[config.mk]
export PLATFORM = sky130hd
export DESIGN_NAME = ulfc_top
export DESIGN_NICKNAME = d
export VERILOG_FILES = /design/src/common/ulfc_pkg.sv /design/src/ulfc_queue_ctl.sv /design/src/ulfc_top.sv
export SDC_FILE = /design/constraint.sdc
export NUM_CORES = 1
export LEC_CHECK = 0
export BUFFER_PORTS_ARGS = -buffer_cell sky130_fd_sc_hd__buf_2
export CAP_MARGIN = 30
export CORE_MARGIN = 5
export CORE_UTILIZATION = 35
export CTS_BUF_LIST = sky130_fd_sc_hd__clkbuf_16
export CTS_CLUSTER_DIAMETER = 40
export DETAILED_ROUTE_END_ITERATION = 8
export PLACE_DENSITY = 0.59
export SLEW_MARGIN = 20
export SYNTH_ARGS = -nofsm -noshare
export SYNTH_HDL_FRONTEND = slang
export SYNTH_SLANG_ARGS = --single-unit
[constraint.sdc]
create_clock -name clk_i -period 6.4 [get_ports clk_i]
set_input_delay 0 -clock clk_i [delete_from_list [all_inputs] [get_ports clk_i]]
set_output_delay 0 -clock clk_i [all_outputs]
set_load 0.02 [all_outputs]
[src/common/ulfc_pkg.sv]
// Constants and carrier types for the line and queue control block
// Behaviour
// RQ1 - Identity field reports highest-priority pending source
// RQ2 - Receive flush empties receive queue, self-clearing
// RQ3 - Queue enable bit 0, reset one
// RQ4 - Changing queue enable resets both queues
// RQ5 - Divisor access bit maps divisor latch bytes
// RQ6 - Divisor access bit writes ignored while busy
// RQ7 - Software clears divisor access after baud setup
// RQ8 - Break control drives serial output low
// RQ9 - Outside loopback, output low while break set
// RQ10 - Infrared break outside loopback pulses continuously
// RQ11 - Loopback break goes internal, infrared forced low
// RQ12 - Priority: line status, receive, transmit, busy
package ulfc_pkg;

	// Register byte addresses
	localparam logic [31:0] ULFC_DATA_ADR   = 32'h50001000;
	localparam logic [31:0] ULFC_DIVHI_ADR  = 32'h50001004;
	localparam logic [31:0] ULFC_QCTL_ADR   = 32'h50001008;
	localparam logic [31:0] ULFC_LCR_ADR    = 32'h5000100c;
	localparam logic [31:0] ULFC_MCR_ADR    = 32'h50001010;
	localparam logic [31:0] ULFC_STAT_ADR   = 32'h50001014;
	localparam logic [31:0] ULFC_ISTS_ADR   = 32'h50001018;
	localparam logic [31:0] ULFC_IMASK_ADR  = 32'h5000101c;

	// Line control fields
	localparam int          ULFC_LCR_DLAB   = 7;
	localparam int          ULFC_LCR_BC     = 6;
	localparam logic [15:0] ULFC_LCR_RST    = 16'h0000;
	localparam logic [15:0] ULFC_LCR_WMASK  = 16'h00df;
	localparam logic [15:0] ULFC_LCR_BUSYMSK = 16'h0040;

	// Modem control fields
	localparam int          ULFC_MCR_LOOP   = 4;
	localparam int          ULFC_MCR_IR     = 6;
	localparam logic [7:0]  ULFC_MCR_RST    = 8'h00;

	// Queue control write fields and identity read fields
	localparam int          ULFC_QC_EN      = 0;
	localparam int          ULFC_QC_RXFL    = 1;
	localparam int          ULFC_QC_TXFL    = 2;
	localparam logic        ULFC_QEN_RST    = 1'h1;
	localparam int          ULFC_ID_QEN_LO  = 6;
	localparam int          ULFC_ID_QEN_HI  = 7;

	// Interrupt identity codes
	localparam logic [3:0]  ULFC_IID_NONE   = 4'h1;
	localparam logic [3:0]  ULFC_IID_THRE   = 4'h2;
	localparam logic [3:0]  ULFC_IID_RDA    = 4'h4;
	localparam logic [3:0]  ULFC_IID_LSR    = 4'h6;
	localparam logic [3:0]  ULFC_IID_BUSY   = 4'h7;
	localparam logic [3:0]  ULFC_IID_TMO    = 4'hc;

	// Event bit positions in interrupt status and mask
	localparam int          ULFC_EV_LSR     = 0;
	localparam int          ULFC_EV_RDA     = 1;
	localparam int          ULFC_EV_TMO     = 2;
	localparam int          ULFC_EV_THRE    = 3;
	localparam int          ULFC_EV_BUSY    = 4;
	localparam int          ULFC_EV_W       = 5;
	localparam logic [4:0]  ULFC_IMASK_RST  = 5'h00;

	// Status register fields
	localparam int          ULFC_ST_BUSY    = 0;
	localparam int          ULFC_ST_TXCNT   = 8;
	localparam int          ULFC_ST_RXCNT   = 16;

	// Queue depth and infrared break pulse timing
	localparam int          ULFC_QUEUE_DEPTH = 16;
	localparam int          ULFC_CLK_NS     = 8;
	localparam int          ULFC_IR_PER_NS  = 1000;
	localparam int          ULFC_IR_LOW_NS  = 200;
	localparam int          ULFC_IR_PER_CYC = ULFC_IR_PER_NS / ULFC_CLK_NS;
	localparam int          ULFC_IR_LOW_CYC = (ULFC_IR_LOW_NS + ULFC_CLK_NS - 1) / ULFC_CLK_NS;

	// Signals from the framing engine, same clock
	typedef struct packed {
		logic       busy;
		logic       ser_tx;
		logic       ir_pulse_n;
		logic       line_status;
		logic       char_timeout;
		logic       tx_pop;
		logic       rx_push;
		logic [7:0] rx_data;
	} ulfc_frm_in_t;

	// Signals to the framing engine
	typedef struct packed {
		logic [7:0]  tx_data;
		logic        tx_push;
		logic        loop_break;
		logic        loopback;
		logic        queue_enable;
		logic [15:0] divisor;
		logic [15:0] line_control;
	} ulfc_frm_out_t;

endpackage : ulfc_pkg

[src/ulfc_queue_ctl.sv]
// Control portion of one character queue: occupancy count, empty and full
`timescale 1ns/10ps
module ulfc_queue_ctl #(
	parameter int DEPTH = 16,
	parameter int CW    = $clog2(DEPTH + 1)
) (
	// Clock and reset
	input  wire logic          clk_i,
	input  wire logic          rst_i,
	// Queue events
	input  wire logic          push_i,
	input  wire logic          pop_i,
	input  wire logic          clear_i,
	input  wire logic          single_i,
	// Queue state
	output logic [CW-1:0]      count_o,
	output logic               empty_o,
	output logic               full_o
);
	typedef struct packed {
		logic [CW-1:0] count;
		logic          empty;
		logic          full;
	} ulfc_qstate_t;

	ulfc_qstate_t s_q;
	ulfc_qstate_t s_d;
	logic         inc;
	logic         dec;

	// A push into a full queue or a pop from an empty one is dropped
	assign inc = push_i & ~s_q.full;
	assign dec = pop_i & ~s_q.empty;

	// Next count; clear wins because it stands for a controller reset
	always_comb begin
		s_d = s_q;
		if (clear_i) begin
			s_d.count = '0;
		end else if (inc && !dec) begin
			s_d.count = s_q.count + CW'(1);
		end else if (dec && !inc) begin
			s_d.count = s_q.count - CW'(1);
		end
		s_d.empty = (s_d.count == '0);
		// With queues disabled only one character is held
		s_d.full  = single_i ? (s_d.count != '0) : (s_d.count == CW'(DEPTH));
	end

	// State register
	always_ff @(posedge clk_i) begin
		if (rst_i) begin
			s_q <= '{count: '0, empty: 1'b1, full: 1'b0};
		end else begin
			s_q <= s_d;
		end
	end

	assign count_o = s_q.count;
	assign empty_o = s_q.empty;
	assign full_o  = s_q.full;

endmodule : ulfc_queue_ctl

[src/ulfc_top.sv]
// Line control, queue control and interrupt identity with a Wishbone slave
//
// Register access over Wishbone was decided locally.
`timescale 1ns/10ps
module ulfc_top #(
	parameter int QUEUE_DEPTH = ulfc_pkg::ULFC_QUEUE_DEPTH,
	parameter int IR_PER_CYC  = ulfc_pkg::ULFC_IR_PER_CYC,
	parameter int IR_LOW_CYC  = ulfc_pkg::ULFC_IR_LOW_CYC
) (
	// Clock and reset
	input  wire logic                    clk_i,
	input  wire logic                    rst_i,
	// Wishbone slave
	input  wire logic                    wb_cyc_i,
	input  wire logic                    wb_stb_i,
	input  wire logic                    wb_we_i,
	input  wire logic [31:0]             wb_adr_i,
	input  wire logic [31:0]             wb_dat_i,
	input  wire logic [3:0]              wb_sel_i,
	output logic [31:0]                  wb_dat_o,
	output logic                         wb_ack_o,
	// Framing engine
	input  wire ulfc_pkg::ulfc_frm_in_t  frm_i,
	output ulfc_pkg::ulfc_frm_out_t      frm_o,
	// Line pins
	output logic                         sout_o,
	output logic                         sir_out_n_o,
	// Interrupt
	output logic                         irq_o
);
	import ulfc_pkg::*;

	localparam int CW = $clog2(QUEUE_DEPTH + 1);

	typedef struct packed {
		logic              ack;
		logic [31:0]       rdata;
		logic [15:0]       lcr;
		logic [7:0]        modem_control;
		logic [15:0]       div;
		logic              qen;
		logic [ULFC_EV_W-1:0] ists;
		logic [ULFC_EV_W-1:0] imask;
		logic              irq;
		logic              sout;
		logic              sir_n;
		logic [15:0]       pcnt;
		logic              rx_empty_prev;
		logic              tx_empty_prev;
		logic [7:0]        tx_data;
		logic              tx_push;
		logic              loop_break;
	} ulfc_state_t;

	ulfc_state_t          s_q;
	ulfc_state_t          s_d;

	logic                 acc;
	logic                 wr;
	logic                 rd;
	logic                 dlab;
	logic                 qctl_wr;
	logic                 qen_chg;
	logic                 tx_clr;
	logic                 rx_clr;
	logic                 tx_push;
	logic                 rx_pop;
	logic [CW-1:0]        tx_cnt;
	logic [CW-1:0]        rx_cnt;
	logic                 tx_empty;
	logic                 rx_empty;
	logic                 tx_full;
	logic                 rx_full;
	logic [ULFC_EV_W-1:0] ev_set;
	logic [ULFC_EV_W-1:0] ev_clr;

	// Highest-priority pending source among unmasked status bits
	function automatic logic [3:0] ulfc_identity(input logic [ULFC_EV_W-1:0] p);
		logic [3:0] id;
		id = ULFC_IID_NONE;
		if (p[ULFC_EV_LSR]) begin
			id = ULFC_IID_LSR;
		end else if (p[ULFC_EV_RDA]) begin
			id = ULFC_IID_RDA;
		end else if (p[ULFC_EV_TMO]) begin
			id = ULFC_IID_TMO;
		end else if (p[ULFC_EV_THRE]) begin
			id = ULFC_IID_THRE;
		end else if (p[ULFC_EV_BUSY]) begin
			id = ULFC_IID_BUSY;
		end
		return id;
	endfunction : ulfc_identity

	// Bus phases: data is latched with ack, side effects land on the ack edge
	assign acc  = wb_cyc_i & wb_stb_i & s_q.ack;
	assign wr   = acc & wb_we_i & wb_sel_i[0];
	assign rd   = acc & ~wb_we_i;
	assign dlab = s_q.lcr[ULFC_LCR_DLAB];

	// Queue control strobes; flush bits are never stored so they self-clear
	assign qctl_wr = wr && (wb_adr_i == ULFC_QCTL_ADR);
	assign qen_chg = qctl_wr && (wb_dat_i[ULFC_QC_EN] != s_q.qen); // RQ4
	assign tx_clr  = qen_chg | (qctl_wr & wb_dat_i[ULFC_QC_TXFL]); // RQ4
	assign rx_clr  = qen_chg | (qctl_wr & wb_dat_i[ULFC_QC_RXFL]); // RQ2 RQ4

	// Data port reaches the queues only while divisor access is off
	assign tx_push = wr && !dlab && (wb_adr_i == ULFC_DATA_ADR); // RQ5
	assign rx_pop  = rd && !dlab && (wb_adr_i == ULFC_DATA_ADR); // RQ5

	// Transmit queue control
	ulfc_queue_ctl #(
		.DEPTH    (QUEUE_DEPTH),
		.CW       (CW)
	) u_txq (
		.clk_i    (clk_i),
		.rst_i    (rst_i),
		.push_i   (tx_push),
		.pop_i    (frm_i.tx_pop),
		.clear_i  (tx_clr),
		.single_i (~s_q.qen), // RQ3
		.count_o  (tx_cnt),
		.empty_o  (tx_empty),
		.full_o   (tx_full)
	);

	// Receive queue control
	ulfc_queue_ctl #(
		.DEPTH    (QUEUE_DEPTH),
		.CW       (CW)
	) u_rxq (
		.clk_i    (clk_i),
		.rst_i    (rst_i),
		.push_i   (frm_i.rx_push),
		.pop_i    (rx_pop),
		.clear_i  (rx_clr),
		.single_i (~s_q.qen), // RQ3
		.count_o  (rx_cnt),
		.empty_o  (rx_empty),
		.full_o   (rx_full)
	);

	// Interrupt events; an LCR write while busy counts as busy detect
	always_comb begin
		ev_set = '0;
		ev_set[ULFC_EV_LSR]  = frm_i.line_status;
		ev_set[ULFC_EV_RDA]  = s_q.rx_empty_prev & ~rx_empty;
		ev_set[ULFC_EV_TMO]  = frm_i.char_timeout;
		ev_set[ULFC_EV_THRE] = ~s_q.tx_empty_prev & tx_empty;
		ev_set[ULFC_EV_BUSY] = wr && (wb_adr_i == ULFC_LCR_ADR) && frm_i.busy;
		ev_clr = '0;
		if (wr && (wb_adr_i == ULFC_ISTS_ADR)) begin
			ev_clr = wb_dat_i[ULFC_EV_W-1:0];
		end
	end

	// Next state of the whole block
	always_comb begin
		logic [31:0] rdat;
		logic [ULFC_EV_W-1:0] pend;
		logic loop;
		logic brk;
		logic irm;
		rdat = '0;
		pend = s_q.ists & s_q.imask;
		loop = s_q.modem_control[ULFC_MCR_LOOP];
		brk  = s_q.lcr[ULFC_LCR_BC];
		irm  = s_q.modem_control[ULFC_MCR_IR];
		s_d  = s_q;

		// Register writes; the character goes to the framer with a one-cycle push
		s_d.tx_push = tx_push;
		if (tx_push) begin
			s_d.tx_data = wb_dat_i[7:0];
		end
		if (wr) begin
			if (wb_adr_i == ULFC_DATA_ADR) begin
				if (dlab) begin
					s_d.div[7:0] = wb_dat_i[7:0]; // RQ5
				end
			end else if (wb_adr_i == ULFC_DIVHI_ADR) begin
				if (dlab) begin
					s_d.div[15:8] = wb_dat_i[7:0]; // RQ5
				end
			end else if (wb_adr_i == ULFC_QCTL_ADR) begin
				s_d.qen = wb_dat_i[ULFC_QC_EN]; // RQ3
			end else if (wb_adr_i == ULFC_LCR_ADR) begin
				// While busy only the break bit may change
				if (frm_i.busy) begin
					s_d.lcr = (s_q.lcr & ~ULFC_LCR_BUSYMSK) | (wb_dat_i[15:0] & ULFC_LCR_BUSYMSK); // RQ6
				end else begin
					s_d.lcr = wb_dat_i[15:0] & ULFC_LCR_WMASK;
				end
			end else if (wb_adr_i == ULFC_MCR_ADR) begin
				s_d.modem_control = wb_dat_i[7:0];
			end else if (wb_adr_i == ULFC_IMASK_ADR) begin
				s_d.imask = wb_dat_i[ULFC_EV_W-1:0];
			end
		end

		// Sticky status: a new event beats a clear in the same cycle
		s_d.ists = (s_q.ists & ~ev_clr) | ev_set;
		s_d.irq  = |(s_d.ists & s_d.imask);
		// Built from next state so the registered copy matches the live bits
		s_d.loop_break = s_d.lcr[ULFC_LCR_BC] & s_d.modem_control[ULFC_MCR_LOOP]; // RQ11
		// Edge detectors start at the empty idle level, so reset makes no false event
		s_d.rx_empty_prev = rx_empty;
		s_d.tx_empty_prev = tx_empty;

		// Read mux, latched in the cycle that raises ack
		if (wb_adr_i == ULFC_DATA_ADR) begin
			rdat[7:0] = dlab ? s_q.div[7:0] : frm_i.rx_data; // RQ5
		end else if (wb_adr_i == ULFC_DIVHI_ADR) begin
			rdat[7:0] = dlab ? s_q.div[15:8] : 8'h00; // RQ5
		end else if (wb_adr_i == ULFC_QCTL_ADR) begin
			rdat[3:0] = ulfc_identity(pend); // RQ1 RQ12
			rdat[ULFC_ID_QEN_LO] = s_q.qen;
			rdat[ULFC_ID_QEN_HI] = s_q.qen;
		end else if (wb_adr_i == ULFC_LCR_ADR) begin
			rdat[15:0] = s_q.lcr;
		end else if (wb_adr_i == ULFC_MCR_ADR) begin
			rdat[7:0] = s_q.modem_control;
		end else if (wb_adr_i == ULFC_STAT_ADR) begin
			rdat[ULFC_ST_BUSY] = frm_i.busy;
			rdat[ULFC_ST_TXCNT +: CW] = tx_cnt;
			rdat[ULFC_ST_RXCNT +: CW] = rx_cnt;
		end else if (wb_adr_i == ULFC_ISTS_ADR) begin
			rdat[ULFC_EV_W-1:0] = s_q.ists;
		end else if (wb_adr_i == ULFC_IMASK_ADR) begin
			rdat[ULFC_EV_W-1:0] = s_q.imask;
		end

		// One wait state, ack for one cycle; unmapped reads return zero
		s_d.ack = wb_cyc_i & wb_stb_i & ~s_q.ack;
		if (wb_cyc_i && wb_stb_i && !s_q.ack) begin
			s_d.rdata = rdat;
		end

		// Break pulse timer free-runs; only its phase during break matters
		if (s_q.pcnt >= 16'(IR_PER_CYC - 1)) begin
			s_d.pcnt = '0;
		end else begin
			s_d.pcnt = s_q.pcnt + 16'h0001;
		end

		// Line pins; loopback keeps the line marking unless break is set
		if (brk) begin
			s_d.sout = 1'b0; // RQ8 RQ9
		end else if (loop) begin
			s_d.sout = 1'b1;
		end else begin
			s_d.sout = frm_i.ser_tx;
		end
		if (loop) begin
			s_d.sir_n = 1'b0; // RQ11
		end else if (brk && irm) begin
			s_d.sir_n = ~(s_q.pcnt < 16'(IR_LOW_CYC)); // RQ10
		end else if (irm) begin
			s_d.sir_n = frm_i.ir_pulse_n;
		end else begin
			s_d.sir_n = 1'b1;
		end
	end

	// State register
	always_ff @(posedge clk_i) begin
		if (rst_i) begin
			s_q       <= '0;
			s_q.lcr   <= ULFC_LCR_RST;
			s_q.modem_control   <= ULFC_MCR_RST;
			s_q.qen   <= ULFC_QEN_RST; // RQ3
			s_q.imask <= ULFC_IMASK_RST;
			s_q.sout  <= 1'b1;
			s_q.sir_n <= 1'b1;
			s_q.rx_empty_prev <= 1'b1;
			s_q.tx_empty_prev <= 1'b1;
		end else begin
			s_q <= s_d;
		end
	end

	// Outputs straight from the state register
	assign wb_dat_o             = s_q.rdata;
	assign wb_ack_o             = s_q.ack;
	assign irq_o                = s_q.irq;
	assign sout_o               = s_q.sout;
	assign sir_out_n_o          = s_q.sir_n;
	assign frm_o.tx_data        = s_q.tx_data;
	assign frm_o.tx_push        = s_q.tx_push;
	assign frm_o.loop_break     = s_q.loop_break; // RQ11
	assign frm_o.loopback       = s_q.modem_control[ULFC_MCR_LOOP];
	assign frm_o.queue_enable   = s_q.qen;
	assign frm_o.divisor        = s_q.div;
	assign frm_o.line_control   = s_q.lcr;

endmodule : ulfc_top

; Yosys cells after proc, flatten, opt, wreduce, memory -nomap -nowiden
; Index checks and enable logic that the tools add are counted.
[word_totals]
elab_cells = 176
in_bits = 88
regBits = 118
[classes]
n_lt_le_gt_ge = 2
n_bitwise = 35
n_addsub = 5
n_mux = 64
n_eq_ne = 11
n_reduce_logical = 33
[ops]
columns = cell, count
row1 = 32-bit by 31-bit == test with 1-bit output (second input constant), 8
row2 = 5-bit two-way mux, 22
row3 = 8-bit two-way mux, 10
row4 = 13-bit two-way mux, 4
row5 = 32-bit two-way mux, 1
row6 = 15-bit two-way mux, 2
row7 = 23-bit two-way mux, 1
row8 = 4-bit two-way mux, 5
row9 = 16-bit by 1-bit adder with 16-bit output (second input constant), 1
row10 = 16-bit by 7-bit greater-or-equal comparator with 1-bit output (second input constant), 1
row11 = 1-bit logical AND, 16
row12 = 16-bit by 5-bit less-than comparator with 1-bit output (second input constant), 1
row13 = 16-bit two-way mux, 1
row14 = 16-bit by 7-bit OR with 16-bit output, 1
row15 = 1-bit bitwise AND, 15
row16 = 5-bit bitwise AND, 3
row17 = 3-bit two-way mux, 4
row18 = 1-bit NOT, 12
row19 = 1-bit two-way mux, 11
row20 = 5-bit by 1-bit adder with 5-bit output (second input constant), 2
row21 = 5-bit == test (second input constant), 2
row22 = 5-bit logical NOT, 2
row23 = 5-bit nonzero test, 2
row24 = 5-bit by 1-bit subtractor with 5-bit output (second input constant), 2
row25 = other kinds (13), 21

; Logic depth before layout (Yosys ltp)
; Gate-level depths: netlist of the first run.
[depth]
depth_word = 14
depth_mapped = 9

; Cells and area by module
; From an unflattened synthesis of the first run, not the netlist that was laid out.
[unflattened]
hier_cells = 639
hier_area_um2 = 5610.4
[modules_own_cells]
columns = module, instances, area_each_um2, cells_each, seq_area_each_um2
row1 = ulfc_top, 1, 4669.5, 529, 1861.8
row2 = ulfc_queue_ctl, 2, 470.5, 55, 140.1

; Worst setup path before layout of the first run
; Ideal clock, no wire load.
[synth_path]
path_type = register -> register
startpoint = register s_q (netlist bit wb_ack_o)
endpoint = register u_txq.s_q (netlist bit u_txq.full_o)
path_slack_ps = 4268
required_ps = 6279
n_path_buf = 1
path_stages_with_launch = 8
t_arrival_ps = 2010
cell_sequence = dfxtp_1 and3_1 and2_2 nand4_4 buf_6 a41o_1 o311ai_2 mux2_4
[synth_via]
elab_chain_len = 13
word_cells_on_any_way = 19
cone_classes = eq/ne (1) / mux (4) / bitwise (6) / reduce/logical (8)
[synth_rtl]
columns = element, line
row1 = "start, declared", ulfc_top.sv:55  ; ulfc_state_t s_q;
row2 = 1-bit bitwise AND *, ulfc_top.sv:96  ; assign acc = wb_cyc_i & wb_stb_i & s_q.ack;
row3 = 1-bit bitwise AND * (2 in series), ulfc_top.sv:97  ; assign wr = acc & wb_we_i & wb_sel_i[0];
row4 = 1-bit logical AND (2 in series), ulfc_top.sv:108  ; assign tx_push = wr && !dlab && (wb_adr_i == ULFC_DATA_ADR);
row5 = 1-bit bitwise AND, ulfc_queue_ctl.sv:32  ; assign inc = push_i & ~s_q.full;
row6 = 1-bit logical NOT, ulfc_queue_ctl.sv:42  ; end else if (dec && !inc) begin
row7 = 1-bit logical AND, ulfc_queue_ctl.sv:42
row8 = 5-bit two-way mux, ulfc_queue_ctl.sv:42
row9 = 5-bit two-way mux, ulfc_queue_ctl.sv:40  ; end else if (inc && !dec) begin
row10 = 5-bit two-way mux *, ulfc_queue_ctl.sv:38  ; if (clear_i) begin
row11 = 5-bit == test or 5-bit nonzero test (tied branches), ulfc_queue_ctl.sv:47  ; s_d.full = single_i ? (s_d.count != '0) : (s_d.count == CW'(DEPTH));
row12 = 1-bit two-way mux *, ulfc_queue_ctl.sv:47
row13 = "end signal, assigned", ulfc_queue_ctl.sv:53  ; s_q <= '{count: '0, empty: 1'b1, full: 1'b0};
row14 = "end, declared", ulfc_queue_ctl.sv:26  ; ulfc_qstate_t s_q;
; Every way passes the cells marked *; elsewhere a longest branch is shown, timed or not.
; A chain may end at the register's enable or synchronous reset.

; Worst setup path in the final report of the first run
[layout_path]
startpoint = input wb_adr_i[7]
endpoint = register s_q (netlist bit frm_o[2])
[layout_via]
elab_chain_len = 3
word_cells_on_any_way = 8
cone_classes = eq/ne (4) / bitwise (3) / reduce/logical (1)
[layout_rtl]
columns = element, line
row1 = "start, declared", ulfc_top.sv:17  ; input wire logic [31:0] wb_adr_i,
row2 = "32-bit by 31-bit == test with 1-bit output, on equally long branches", "ulfc_top.sv:185, ulfc_top.sv:177, ulfc_top.sv:181"
row3 = 1-bit NOT (no source line), --
row4 = 5-bit AND reduction (no source line) *, --
; Marked as above.

==> results of run 1 <==
## per-layer routing
metal / part of all wire [%] / routed length (um) / global-route usage, %
met1: 48 / 7440 / 22.1
met2: 44 / 6860 / 24.6
met3: 6.6 / 1010 / 4.69
met4: 0.77 / 119 / 3.35
met5: 0 / 0 / 0
## sequential cells by signal, summed over array words and instances, names as in the netlist
name and count:
u_txq.count_o 5, wb_ack_o 1, s_q 35, u_txq.empty_o 1
u_rxq.full_o 1, frm_o 35, u_txq.full_o 1, wb_dat_o 19
u_rxq.empty_o 1, sout_o 1, sir_out_n_o 1, u_rxq.count_o 5
irq_o 1
## worst max-delay path, stage by stage
cell and delay, ns:
buf_2 0.11, nor4_4 0.34, nand4_4 0.39, nor3_2 0.88, and3_1 0.31, nor2b_1 0.60, mux2i_1 0.26, nor2_1 0.05
## layout make-up
cell class / count / area, um2
Multi-Input combinational cell: 451 / 2990
Inverter: 12 / 45.0
Sequential cell: 107 / 2140
Tap cell: 220 / 275
Timing Repair Buffer: 131 / 706
Clock buffer: 9 / 225
Fill cell: 1696 / 9980
Clock inverter: 6 / 38.8
## power breakdown
part / switching (mW) / leakage, nW / internal [mW]
sequential: 0.0316 / 0.869 / 0.690
clock: 0.261 / 0.135 / 0.263
combinational: 0.115 / 1.59 / 0.0842
## cells by family after synthesis
logic type      after synthesis
xor+xnor                     11
other cells                   1
mux                          46
buf+inv                     119
simple gates                252
fa+ha+maj                     6
flops                       107
compound gates              107
## metrics by stage
step,hold slack (ns),total power [mW]
2_1_floorplan,0.140,0.879
3_3_place_gp,0.248,0.929
3_5_place_dp,0.261,0.932
4_1_cts,0.00551,1.46
5_1_grt,0.0135,1.52
6_report,0.0136,1.45
## path summary, 6_finish.rpt
check / end / slack [ns] / cells past startpoint
worst max-delay path: frm_o[2] / 3.66 / 8
worst min-delay path: frm_o[17] / 0.01 / 3
worst max register to register: frm_o[29] / 3.71 / 5
worst min register to register: wb_dat_o[4] / 0.45 / 2
## cell usage in the layout, fill, tap and decap left out, types with 3 or more instances in the layout
cell / netlist / final
buf_2: 2 / 120
dfxtp_1: 107 / 107
nor2_1: 71 / 71
nand2_1: 59 / 59
mux2i_1: 36 / 36
a21oi_1: 35 / 35
conb_1: 1 / 29
nand3_1: 26 / 26
a22oi_1: 14 / 14
nor2b_1: 13 / 13
inv_1: 11 / 12
nor3_1: 10 / 10
nand4_1: 9 / 9
clkbuf_16: 0 / 9
dlygate4sd3_1: 0 / 9
nor4_4: 8 / 8
and3_1: 7 / 7
mux2_2: 7 / 7
a222oi_1: 7 / 7
nand2b_1: 7 / 7
or2_2: 7 / 7
nor4_1: 6 / 6
o21ai_0: 6 / 6
ha_1: 6 / 6
xor2_1: 5 / 5
xnor2_1: 5 / 5
a221oi_1: 5 / 5
and2_1: 4 / 4
a22o_1: 4 / 4
nor3b_1: 3 / 3
a21o_1: 3 / 3
o21ai_1: 3 / 3
a211oi_1: 3 / 3
inv_6: 0 / 3
==> impl_metrics.py, run 1 <==
metrics = {
    "floorplan": {
        "rows": 47,
        "coreArea_um2": 16400,
        "initial_core_util_pct": 35.4,
        "fp.dieH_um": 139,
        "dieArea_um2": 19300,
        "die_x_um": 139,
        "io_pins": 168,
    },
    "drt": {
        "drt-total-wl_um": 15400,
        "antenna_left": 0,
        "dr_total_vias": 4656,
        "wl_per_cell_um": 16.5,
        "first_pass_iters": 5,
        "first_iter_violations": 346,
        "drc": 0,
        "routed_via_density": 4.97,
    },
    "place": {
        "placed_cells": 912,
        "gp_congestion": 0.862,
        "hpwl_um": 11300,
        "dp_slack_ns": 3.30,
        "portBuffers": 120,
        "postPlaceCellArea_um2": 6070,
    },
    "yosys": {
        "yosysMostFrequentCell": "dfxtp_1",
        "synth_compound_area_share_pct": 13.3,
        "yosysTopAreaCellShare_pct": 36.9,
        "synthMuxAreaShare_pct": 8.21,
        "ys_ff_latch": 107,
        "synthSimpleGateAreaFrac_pct": 25.1,
        "synthDistinctLibCells": 77,
        "async_flop_share_pct": 0,
        "yosysSeqAreaShare_pct": 36.9,
        "yosys-top-cells-count": "107 x dfxtp_1, 82 x buf_4, 71 x nor2_1, 59 x nand2_1, 36 x mux2i_1",
        "synthAdderAreaFrac_pct": 1.29,
        "ys_warn_count": 0,
        "synth_area_leader_cell": "dfxtp_1",
        "synth_top_family_by_area": "simple AND/OR/NAND/NOR gates",
        "synth_xor_area_share_pct": 1.79,
        "ys.flop_type": "dfxtp_1",
        "synth.avg_cell_area_um2": 8.95,
        "syn-cell-area_um2": 5810,
        "synth_top_cells_by_area": "dfxtp_1 37%, buf_4 11%, mux2i_1 6.2%, nor2_1 4.6%, nand2_1 3.8%",
        "syn_inst": 649,
        "synth-edff-count": 0,
    },
    "cells_and_area": {
        "syn_to_final_growth_pct": 10.6,
        "antennaDiodeCount": 0,
        "stdcell_count": 936,
        "final_util_pct": 39.1,
        "final_area_um2": 6420,
        "layout-drive-gt1-share_pct": 25.1,
        "final_nets": 806,
    },
    "setup_path": {
        "worst-path-max-fanout": 15,
        "critical_path.startpoint": "wb_adr_i[7]",
        "cp-start-kind": "primary input",
        "crit_required_ns": 6.62,
        "r2r-start": "frm_o[7]",
        "crit_type": "primary input to flop",
        "cp-end-kind": "flop",
        "cp.arrival_ns": 2.96,
    },
    "timing": {
        "finalHoldViolCount": 0,
        "worstMarginPinSlew_ns": 0.917,
        "final_max_slew_viol_count": 0,
        "max-slew-margin-rel_pct": 38.5,
        "tns_ns": 0,
        "rsz0062_at_grt": "no",
        "clock_skew_ns": 0.00457,
        "timing.final.ws_setup_ns": 3.66,
        "finalCritPeriodShare_pct": 42.8,
        "fin_crit_ns": 2.74,
        "setup_viol": 0,
        "max_freq_mhz": 365,
    },
    "global_route": {
        "grt_usage_pct": 15.9,
        "grt_pass1_vias": 4457,
        "grt_pass1_wl_um": 24800,
        "grt_start_max_net_pins": 84,
        "grt_overflow": 0,
        "antenna_found_initial": 0,
    },
    "pwr": {
        "p_leak_nw": 2.59,
        "peakVddDrop_uv": 131,
        "power.density_nw_per_um2": 225,
    },
    "clock_network": {
        "post-cts-setup-buffers": 0,
        "cts_hold_buf": 9,
        "cts_tree": "yes",
        "htreeDepth": 3,
        "cts-root-buf": "clkbuf_16",
        "clockBufferDepth": 2,
        "insertion_delay_ns": 0.36,
        "cts_buffers": 9,
        "cts_sinks": 107,
        "cts_resized": 0,
        "cts.clk_slew.worst_paths_ns": 0.07,
    },
    "flow_run": {
        "max-cap-violations": 0,
    },
    "outcome": {
        "status": "finished clean",
    },
    "worst_hold_path": {
        "min_from": "wb_dat_i[1]",
        "hp-class": "primary input to flop",
    },
}
Power figures use the tool's default switching activity.
==> run 2: changes to the inputs <==
--- a/config.mk
+++ b/config.mk
@@ -12,7 +12,7 @@
 export CTS_BUF_LIST = sky130_fd_sc_hd__clkbuf_16
 export CTS_CLUSTER_DIAMETER = 40
 export DETAILED_ROUTE_END_ITERATION = 8
-export PLACE_DENSITY = 0.59
+export PLACE_DENSITY = 0.61
 export SLEW_MARGIN = 20
 export SYNTH_ARGS = -nofsm -noshare
 export SYNTH_HDL_FRONTEND = slang
==> constraint.sdc (replaced) <==
create_clock -name clk_i -period 2.4 [get_ports clk_i]
set_input_delay 0 -clock clk_i [delete_from_list [all_inputs] [get_ports clk_i]]
set_output_delay 0 -clock clk_i [all_outputs]
set_load 0.02 [all_outputs]
==> run 2 against run 1 <==
Worst hold slack improved by 0.0073 ns. Critical path type is now flop to flop. Critical path depth fell by 1. Critical endpoint is now u_txq.full_o. Largest cell class unchanged. Combinational power rose to 2.9 times the previous value. Power rose to 2.8 times the previous value.
==> impl_metrics.py, run 2 (synthesized netlist as in run 1, its figures left out) <==
metrics = {
    "place": {
        "portBuffers": 120,
        "hpwl_um": 11700,
        "placed_cells": 937,
        "gp_congestion": 0.838,
    },
    "global_route": {
        "grt_util_met2_pct": 24.6,
        "grt_pass1_vias": 4521,
        "grt_overflow": 0,
        "antenna_found_initial": 0,
        "gr-max-usage-layer": "met2",
        "grt_pass1_wl_um": 24900,
        "grt_usage_pct": 15.9,
        "met3_usage_pct": 3.66,
        "grt_start_max_net_pins": 57,
        "grt_use_met1_pct": 21.9,
    },
    "timing": {
        "max_freq_mhz": 463,
        "final_max_slew_viol_count": 0,
        "finalCritPeriodShare_pct": 90.0,
        "fin_crit_ns": 2.16,
        "setup_viol": 0,
        "clock_skew_ns": 0.00706,
        "tns_ns": 0,
        "finalHoldViolCount": 0,
        "rsz0062_at_grt": "no",
        "whs_ns": 0.0209,
    },
    "clock_network": {
        "cts_sinks": 107,
        "post-cts-setup-buffers": 0,
        "cts_tree": "yes",
        "clockBufferDepth": 2,
        "htreeDepth": 3,
        "cts-root-buf": "clkbuf_16",
        "cts.clk_slew.worst_paths_ns": 0.08,
        "cts_buffers": 9,
        "insertion_delay_ns": 0.36,
    },
    "setup_path": {
        "cp-start-kind": "flop",
        "r2r-start": "wb_ack_o",
        "cp-end-kind": "flop",
        "critical_path.startpoint": "wb_ack_o",
        "worst-path-max-fanout": 6,
        "crit_required_ns": 2.65,
        "crit_type": "flop to flop",
        "cp.arrival_ns": 2.41,
    },
    "flow_run": {
        "max-cap-violations": 0,
    },
    "drt": {
        "antenna_left": 0,
        "wl_per_cell_um": 16.0,
        "dr_total_vias": 4698,
        "drt-total-wl_um": 15400,
        "first_pass_iters": 6,
        "first_iter_violations": 306,
        "drc": 0,
        "routed_via_density": 4.89,
    },
    "cells_and_area": {
        "antennaDiodeCount": 0,
        "syn_to_final_growth_pct": 14.7,
        "final_nets": 830,
        "final_common_cell": "buf_2",
        "stdcell_count": 961,
        "final_cell_mix": "120 x buf_2, 107 x dfxtp_1, 71 x nor2_1, 59 x nand2_1, 36 x mux2i_1",
        "layout-drive-gt1-share_pct": 28.2,
    },
    "worst_hold_path": {
        "hp-class": "primary input to flop",
        "min_from": "rst_i",
    },
    "floorplan": {
        "initial_core_util_pct": 35.4,
        "die_x_um": 139,
        "dieArea_um2": 19300,
        "coreArea_um2": 16400,
        "fp.dieH_um": 139,
        "io_pins": 168,
        "rows": 47,
    },
    "outcome": {
        "status": "finished clean",
    },
    "pwr": {
        "power.density_nw_per_um2": 597,
        "p_leak_nw": 2.73,
        "peakVddDrop_uv": 346,
        "fin_total_pwr_mw": 3.98,
    },
}
==> run 2: changes by cell type in the layout (fill, tap and decap cells not counted) <==
cell	change
buf_12	+1
clkinv_4	+2
clkinv_1	-1
clkinvlp_4	+1
o21ai_0	-1
buf_4	+24
dlygate4sd3_1	-1
clkinv_2	-1
clkinv_8	+3
and3_1	-1
inv_1	-1
inv_6	-2
and3_2	+1
o21ai_1	+1
==> run 2: area by class of cell <==
| type | count | area (um2) |
|---|---|---|
| Fill cell | 1676 | 9750 |
| Multi-Input combinational cell | 451 | 2990 |
| Sequential cell | 107 | 2140 |
| Timing Repair Buffer | 155 | 896 |
| Tap cell | 220 | 275 |
| Clock buffer | 9 | 225 |
| Clock inverter | 7 | 82.6 |
| Inverter | 12 | 45.0 |
==> run 2: critical path: stages, from the launching register on <==
cell and delay [ns]:
dfxtp_1 0.36, and3_2 0.26, nand2_1 0.17, nor3_1 0.22, nand4_1 0.24, o31ai_2 0.31, o311ai_2 0.17, mux2_4 0.32
==> run 2: final timing paths <==
check | endpoint | slack, ns | cells past startpoint
max | u_txq.full_o | 0.24 | 7
min | frm_o[2] | 0.02 | 2
max reg2reg | u_txq.full_o | 0.24 | 7
min reg2reg | wb_dat_o[4] | 0.46 | 2
==> run 2: routing by layer <==
metal | vias up | wire [um]
met5 | - | 0
met4 | 0 | 314
met3 | 22 | 892
met2 | 130 | 7060
met1 | 2180 | 7120
li1 | 2366 | -
==> run 2: what timing repair did <==
action | CTS | global route
hold endpoints to repair | 19 | 0
gates resized for setup | 0 | 2
hold buffers | 8 | 0
endpoints found under the setup margin | 0 | 2
==> run 2: power by group <==
part / internal, mW / leakage [nW] / switching, mW
logic: 0.250 / 1.72 / 0.325
clock network: 0.739 / 0.144 / 0.754
registers: 1.84 / 0.869 / 0.0686
total: 2.83 / 2.73 / 1.15
==> run 2: stage by stage <==
step / cell area (um2) / setup WS, ns / util (%)
6_report: 6660 / 0.241 / 40.6
5_1_grt: 6660 / 0.0658 / 40.6
3_5_place_dp: 6270 / 0.0948 / 38.2
4_1_cts: 6660 / 0.148 / 40.6
2_1_floorplan: 5910 / 0.268 / -
3_3_place_gp: 6270 / 0.160 / 38.2
==> run 3: changes to the inputs <==
--- a/config.mk
+++ b/config.mk
@@ -5,14 +5,14 @@
 export SDC_FILE = /design/constraint.sdc
 export NUM_CORES = 1
 export LEC_CHECK = 0
-export BUFFER_PORTS_ARGS = -buffer_cell sky130_fd_sc_hd__buf_2
 export CAP_MARGIN = 30
 export CORE_MARGIN = 5
 export CORE_UTILIZATION = 35
 export CTS_BUF_LIST = sky130_fd_sc_hd__clkbuf_16
 export CTS_CLUSTER_DIAMETER = 40
 export DETAILED_ROUTE_END_ITERATION = 8
-export PLACE_DENSITY = 0.61
+export DONT_BUFFER_PORTS = 1
+export PLACE_DENSITY = 0.52
 export SLEW_MARGIN = 20
 export SYNTH_ARGS = -nofsm -noshare
 export SYNTH_HDL_FRONTEND = slang
==> run 3 against run 2 <==
Power down 1.8%. Worst hold slack got worse by 0.014 ns. Die area stayed put. First-iteration DRC count increased by 70%. Utilization shrank 3.5 points. Critical path depth rose by 1. Largest power group unchanged. Highest routed layer unchanged.
==> impl_metrics.py, run 3 (synthesized netlist as in run 1, its figures left out) <==
metrics = {
    "outcome": {
        "status": "finished clean",
    },
    "pwr": {
        "power.density_nw_per_um2": 642,
        "peakVddDrop_uv": 320,
        "p_leak_nw": 2.17,
    },
    "setup_path": {
        "reg2reg_slack_ns": 0.17,
        "cp-start-kind": "flop",
        "cp-end-kind": "flop",
        "crit_type": "flop to flop",
        "r2r-end": "u_txq.full_o",
        "worst-path-max-fanout": 7,
        "cp.arrival_ns": 2.48,
        "crit_required_ns": 2.65,
        "r2r_cells": 8,
        "r2r-start": "u_txq.count_o[1]",
    },
    "timing": {
        "whs_ns": 0.00692,
        "tns_ns": 0,
        "clock_skew_ns": 0.00695,
        "final_max_slew_viol_count": 0,
        "max-slew-margin-rel_pct": 60.2,
        "finalHoldViolCount": 0,
        "max_freq_mhz": 448,
        "setup_viol": 0,
        "finalCritPeriodShare_pct": 92.9,
        "fin_crit_ns": 2.23,
        "rsz0062_at_grt": "no",
        "worstMarginPinSlew_ns": 0.596,
    },
    "drt": {
        "drc": 0,
        "first_iter_violations": 521,
        "dr_total_vias": 4419,
        "routed_via_density": 5.25,
        "drt-total-wl_um": 16200,
        "first_pass_iters": 6,
        "antenna_left": 0,
        "wl_per_cell_um": 19.2,
    },
    "cells_and_area": {
        "seqCellArea_um2": 2140,
        "multi_input_area_um2": 2990,
        "final_util_pct": 37.1,
        "final_cell_mix": "107 x dfxtp_1, 71 x nor2_1, 59 x nand2_1, 36 x mux2i_1, 35 x a21oi_1",
        "final_common_cell": "dfxtp_1",
        "layout-drive-gt1-share_pct": 12.7,
        "fillCellCount": 1623,
        "antennaDiodeCount": 0,
        "final_nets": 712,
        "syn_to_final_growth_pct": 4.70,
    },
    "clock_network": {
        "cts.clk_slew.worst_paths_ns": 0.07,
        "cts_resized": 0,
        "cts_tree": "yes",
        "cts-root-buf": "clkbuf_16",
        "cts_sinks": 107,
        "clockBufferDepth": 2,
        "htreeDepth": 3,
        "cts_buffers": 9,
        "insertion_delay_ns": 0.35,
    },
    "floorplan": {
        "dieArea_um2": 19300,
        "rows": 47,
        "initial_core_util_pct": 35.4,
        "fp.dieH_um": 139,
        "die_x_um": 139,
        "io_pins": 168,
        "coreArea_um2": 16400,
    },
    "global_route": {
        "grt_pass1_wl_um": 26000,
        "grt_pass1_vias": 4397,
        "antenna_found_initial": 1,
        "grt_overflow": 0,
        "grt_start_max_net_pins": 83,
        "grt_usage_pct": 17.1,
    },
    "worst_hold_path": {
        "hp-class": "primary input to flop",
        "hold_end": "s_q[36]",
        "min_from": "wb_dat_i[0]",
        "whs_path_depth": 3,
    },
    "place": {
        "gp_congestion": 0.845,
        "portBuffers": 0,
        "hpwl_um": 11900,
    },
    "flow_run": {
        "max-cap-violations": 0,
    },
}
run 3: cell count changes in the layout (fill, tap and decap cells not counted), moves of 3 or more:
cell           previous run  this run
buf_2                   120         0
clkinv_8                  3         0
buf_4                    26        20
dlygate4sd3_1             8        16
run 3: worst max-delay path, stage by stage (launching register included):
cell,delay (ns)
dfxtp_1,0.46
inv_1,0.10
ha_1,0.41
nor2_1,0.08
a21oi_1,0.14
nor3_1,0.05
a41o_1,0.23
o311ai_2,0.34
mux2_4,0.33
run 3: timing repair:
| item | CTS | global route |
|---|---|---|
| setup buffers | 0 | 0 |
| endpoints found under the hold margin | 92 | 0 |
| hold buffers | 17 | 0 |
run 3: power breakdown:
part | leakage (nW) | switching [mW] | internal, mW | total (mW)
registers | 0.869 | 0.0825 | 1.84 | 1.92
logic | 1.16 | 0.279 | 0.211 | 0.490
clock network | 0.145 | 0.683 | 0.807 | 1.49
total | 2.17 | 1.05 | 2.86 | 3.90
run 3: how the worst max path moves through the flow:
| stage | startpoint | to | slack (ns) | cells past startpoint |
|---|---|---|---|---|
| global placement | u_txq.count_o[1] | u_txq.full_o | 0.23 | 8 |
| detailed placement | wb_ack_o | irq_o | 0.17 | 6 |
| finish | u_txq.count_o[1] | u_txq.full_o | 0.17 | 8 |
| CTS | wb_ack_o | irq_o | 0.15 | 6 |
| floorplan | wb_ack_o | u_txq.full_o | 0.27 | 7 |
| global route | u_txq.count_o[1] | u_txq.full_o | 0.01 | 8 |
run 3: stage by stage:
| stage | worst slack [ns] | power (mW) | area, um2 | instances |
|---|---|---|---|---|
| after floorplan | 0.268 | 2.34 | 5910 | 677 |
| after global placement | 0.228 | 2.37 | 5600 | 810 |
| after detailed placement | 0.170 | 2.38 | 5600 | 810 |
| after CTS | 0.153 | 3.95 | 6080 | 842 |
| after global routing | 0.0139 | 4.12 | 6080 | 842 |
| final | 0.169 | 3.90 | 6080 | 842 |
run 3: routing by layer:
| layer | up-vias | share of wire (%) | track usage [%] |
|---|---|---|---|
| li1 | 2132 | - | - |
| met3 | 20 | 8.5 | 4.59 |
| met4 | 0 | 1.8 | 5.56 |
| met2 | 179 | 48 | 27.7 |
| met5 | - | 0 | 0 |
| met1 | 2088 | 42 | 22.1 |
run 3: final cells by class:
| type | instances | area share [%] |
|---|---|---|
| well taps | 220 | 4.53 |
| clock buffers | 9 | 3.70 |
| flip-flops and latches | 107 | 35.2 |
| inverters | 12 | 0.741 |
| clock inverters | 6 | 1.05 |
| repair buffers | 37 | 5.56 |
| multi-input cells | 451 | 49.2 |
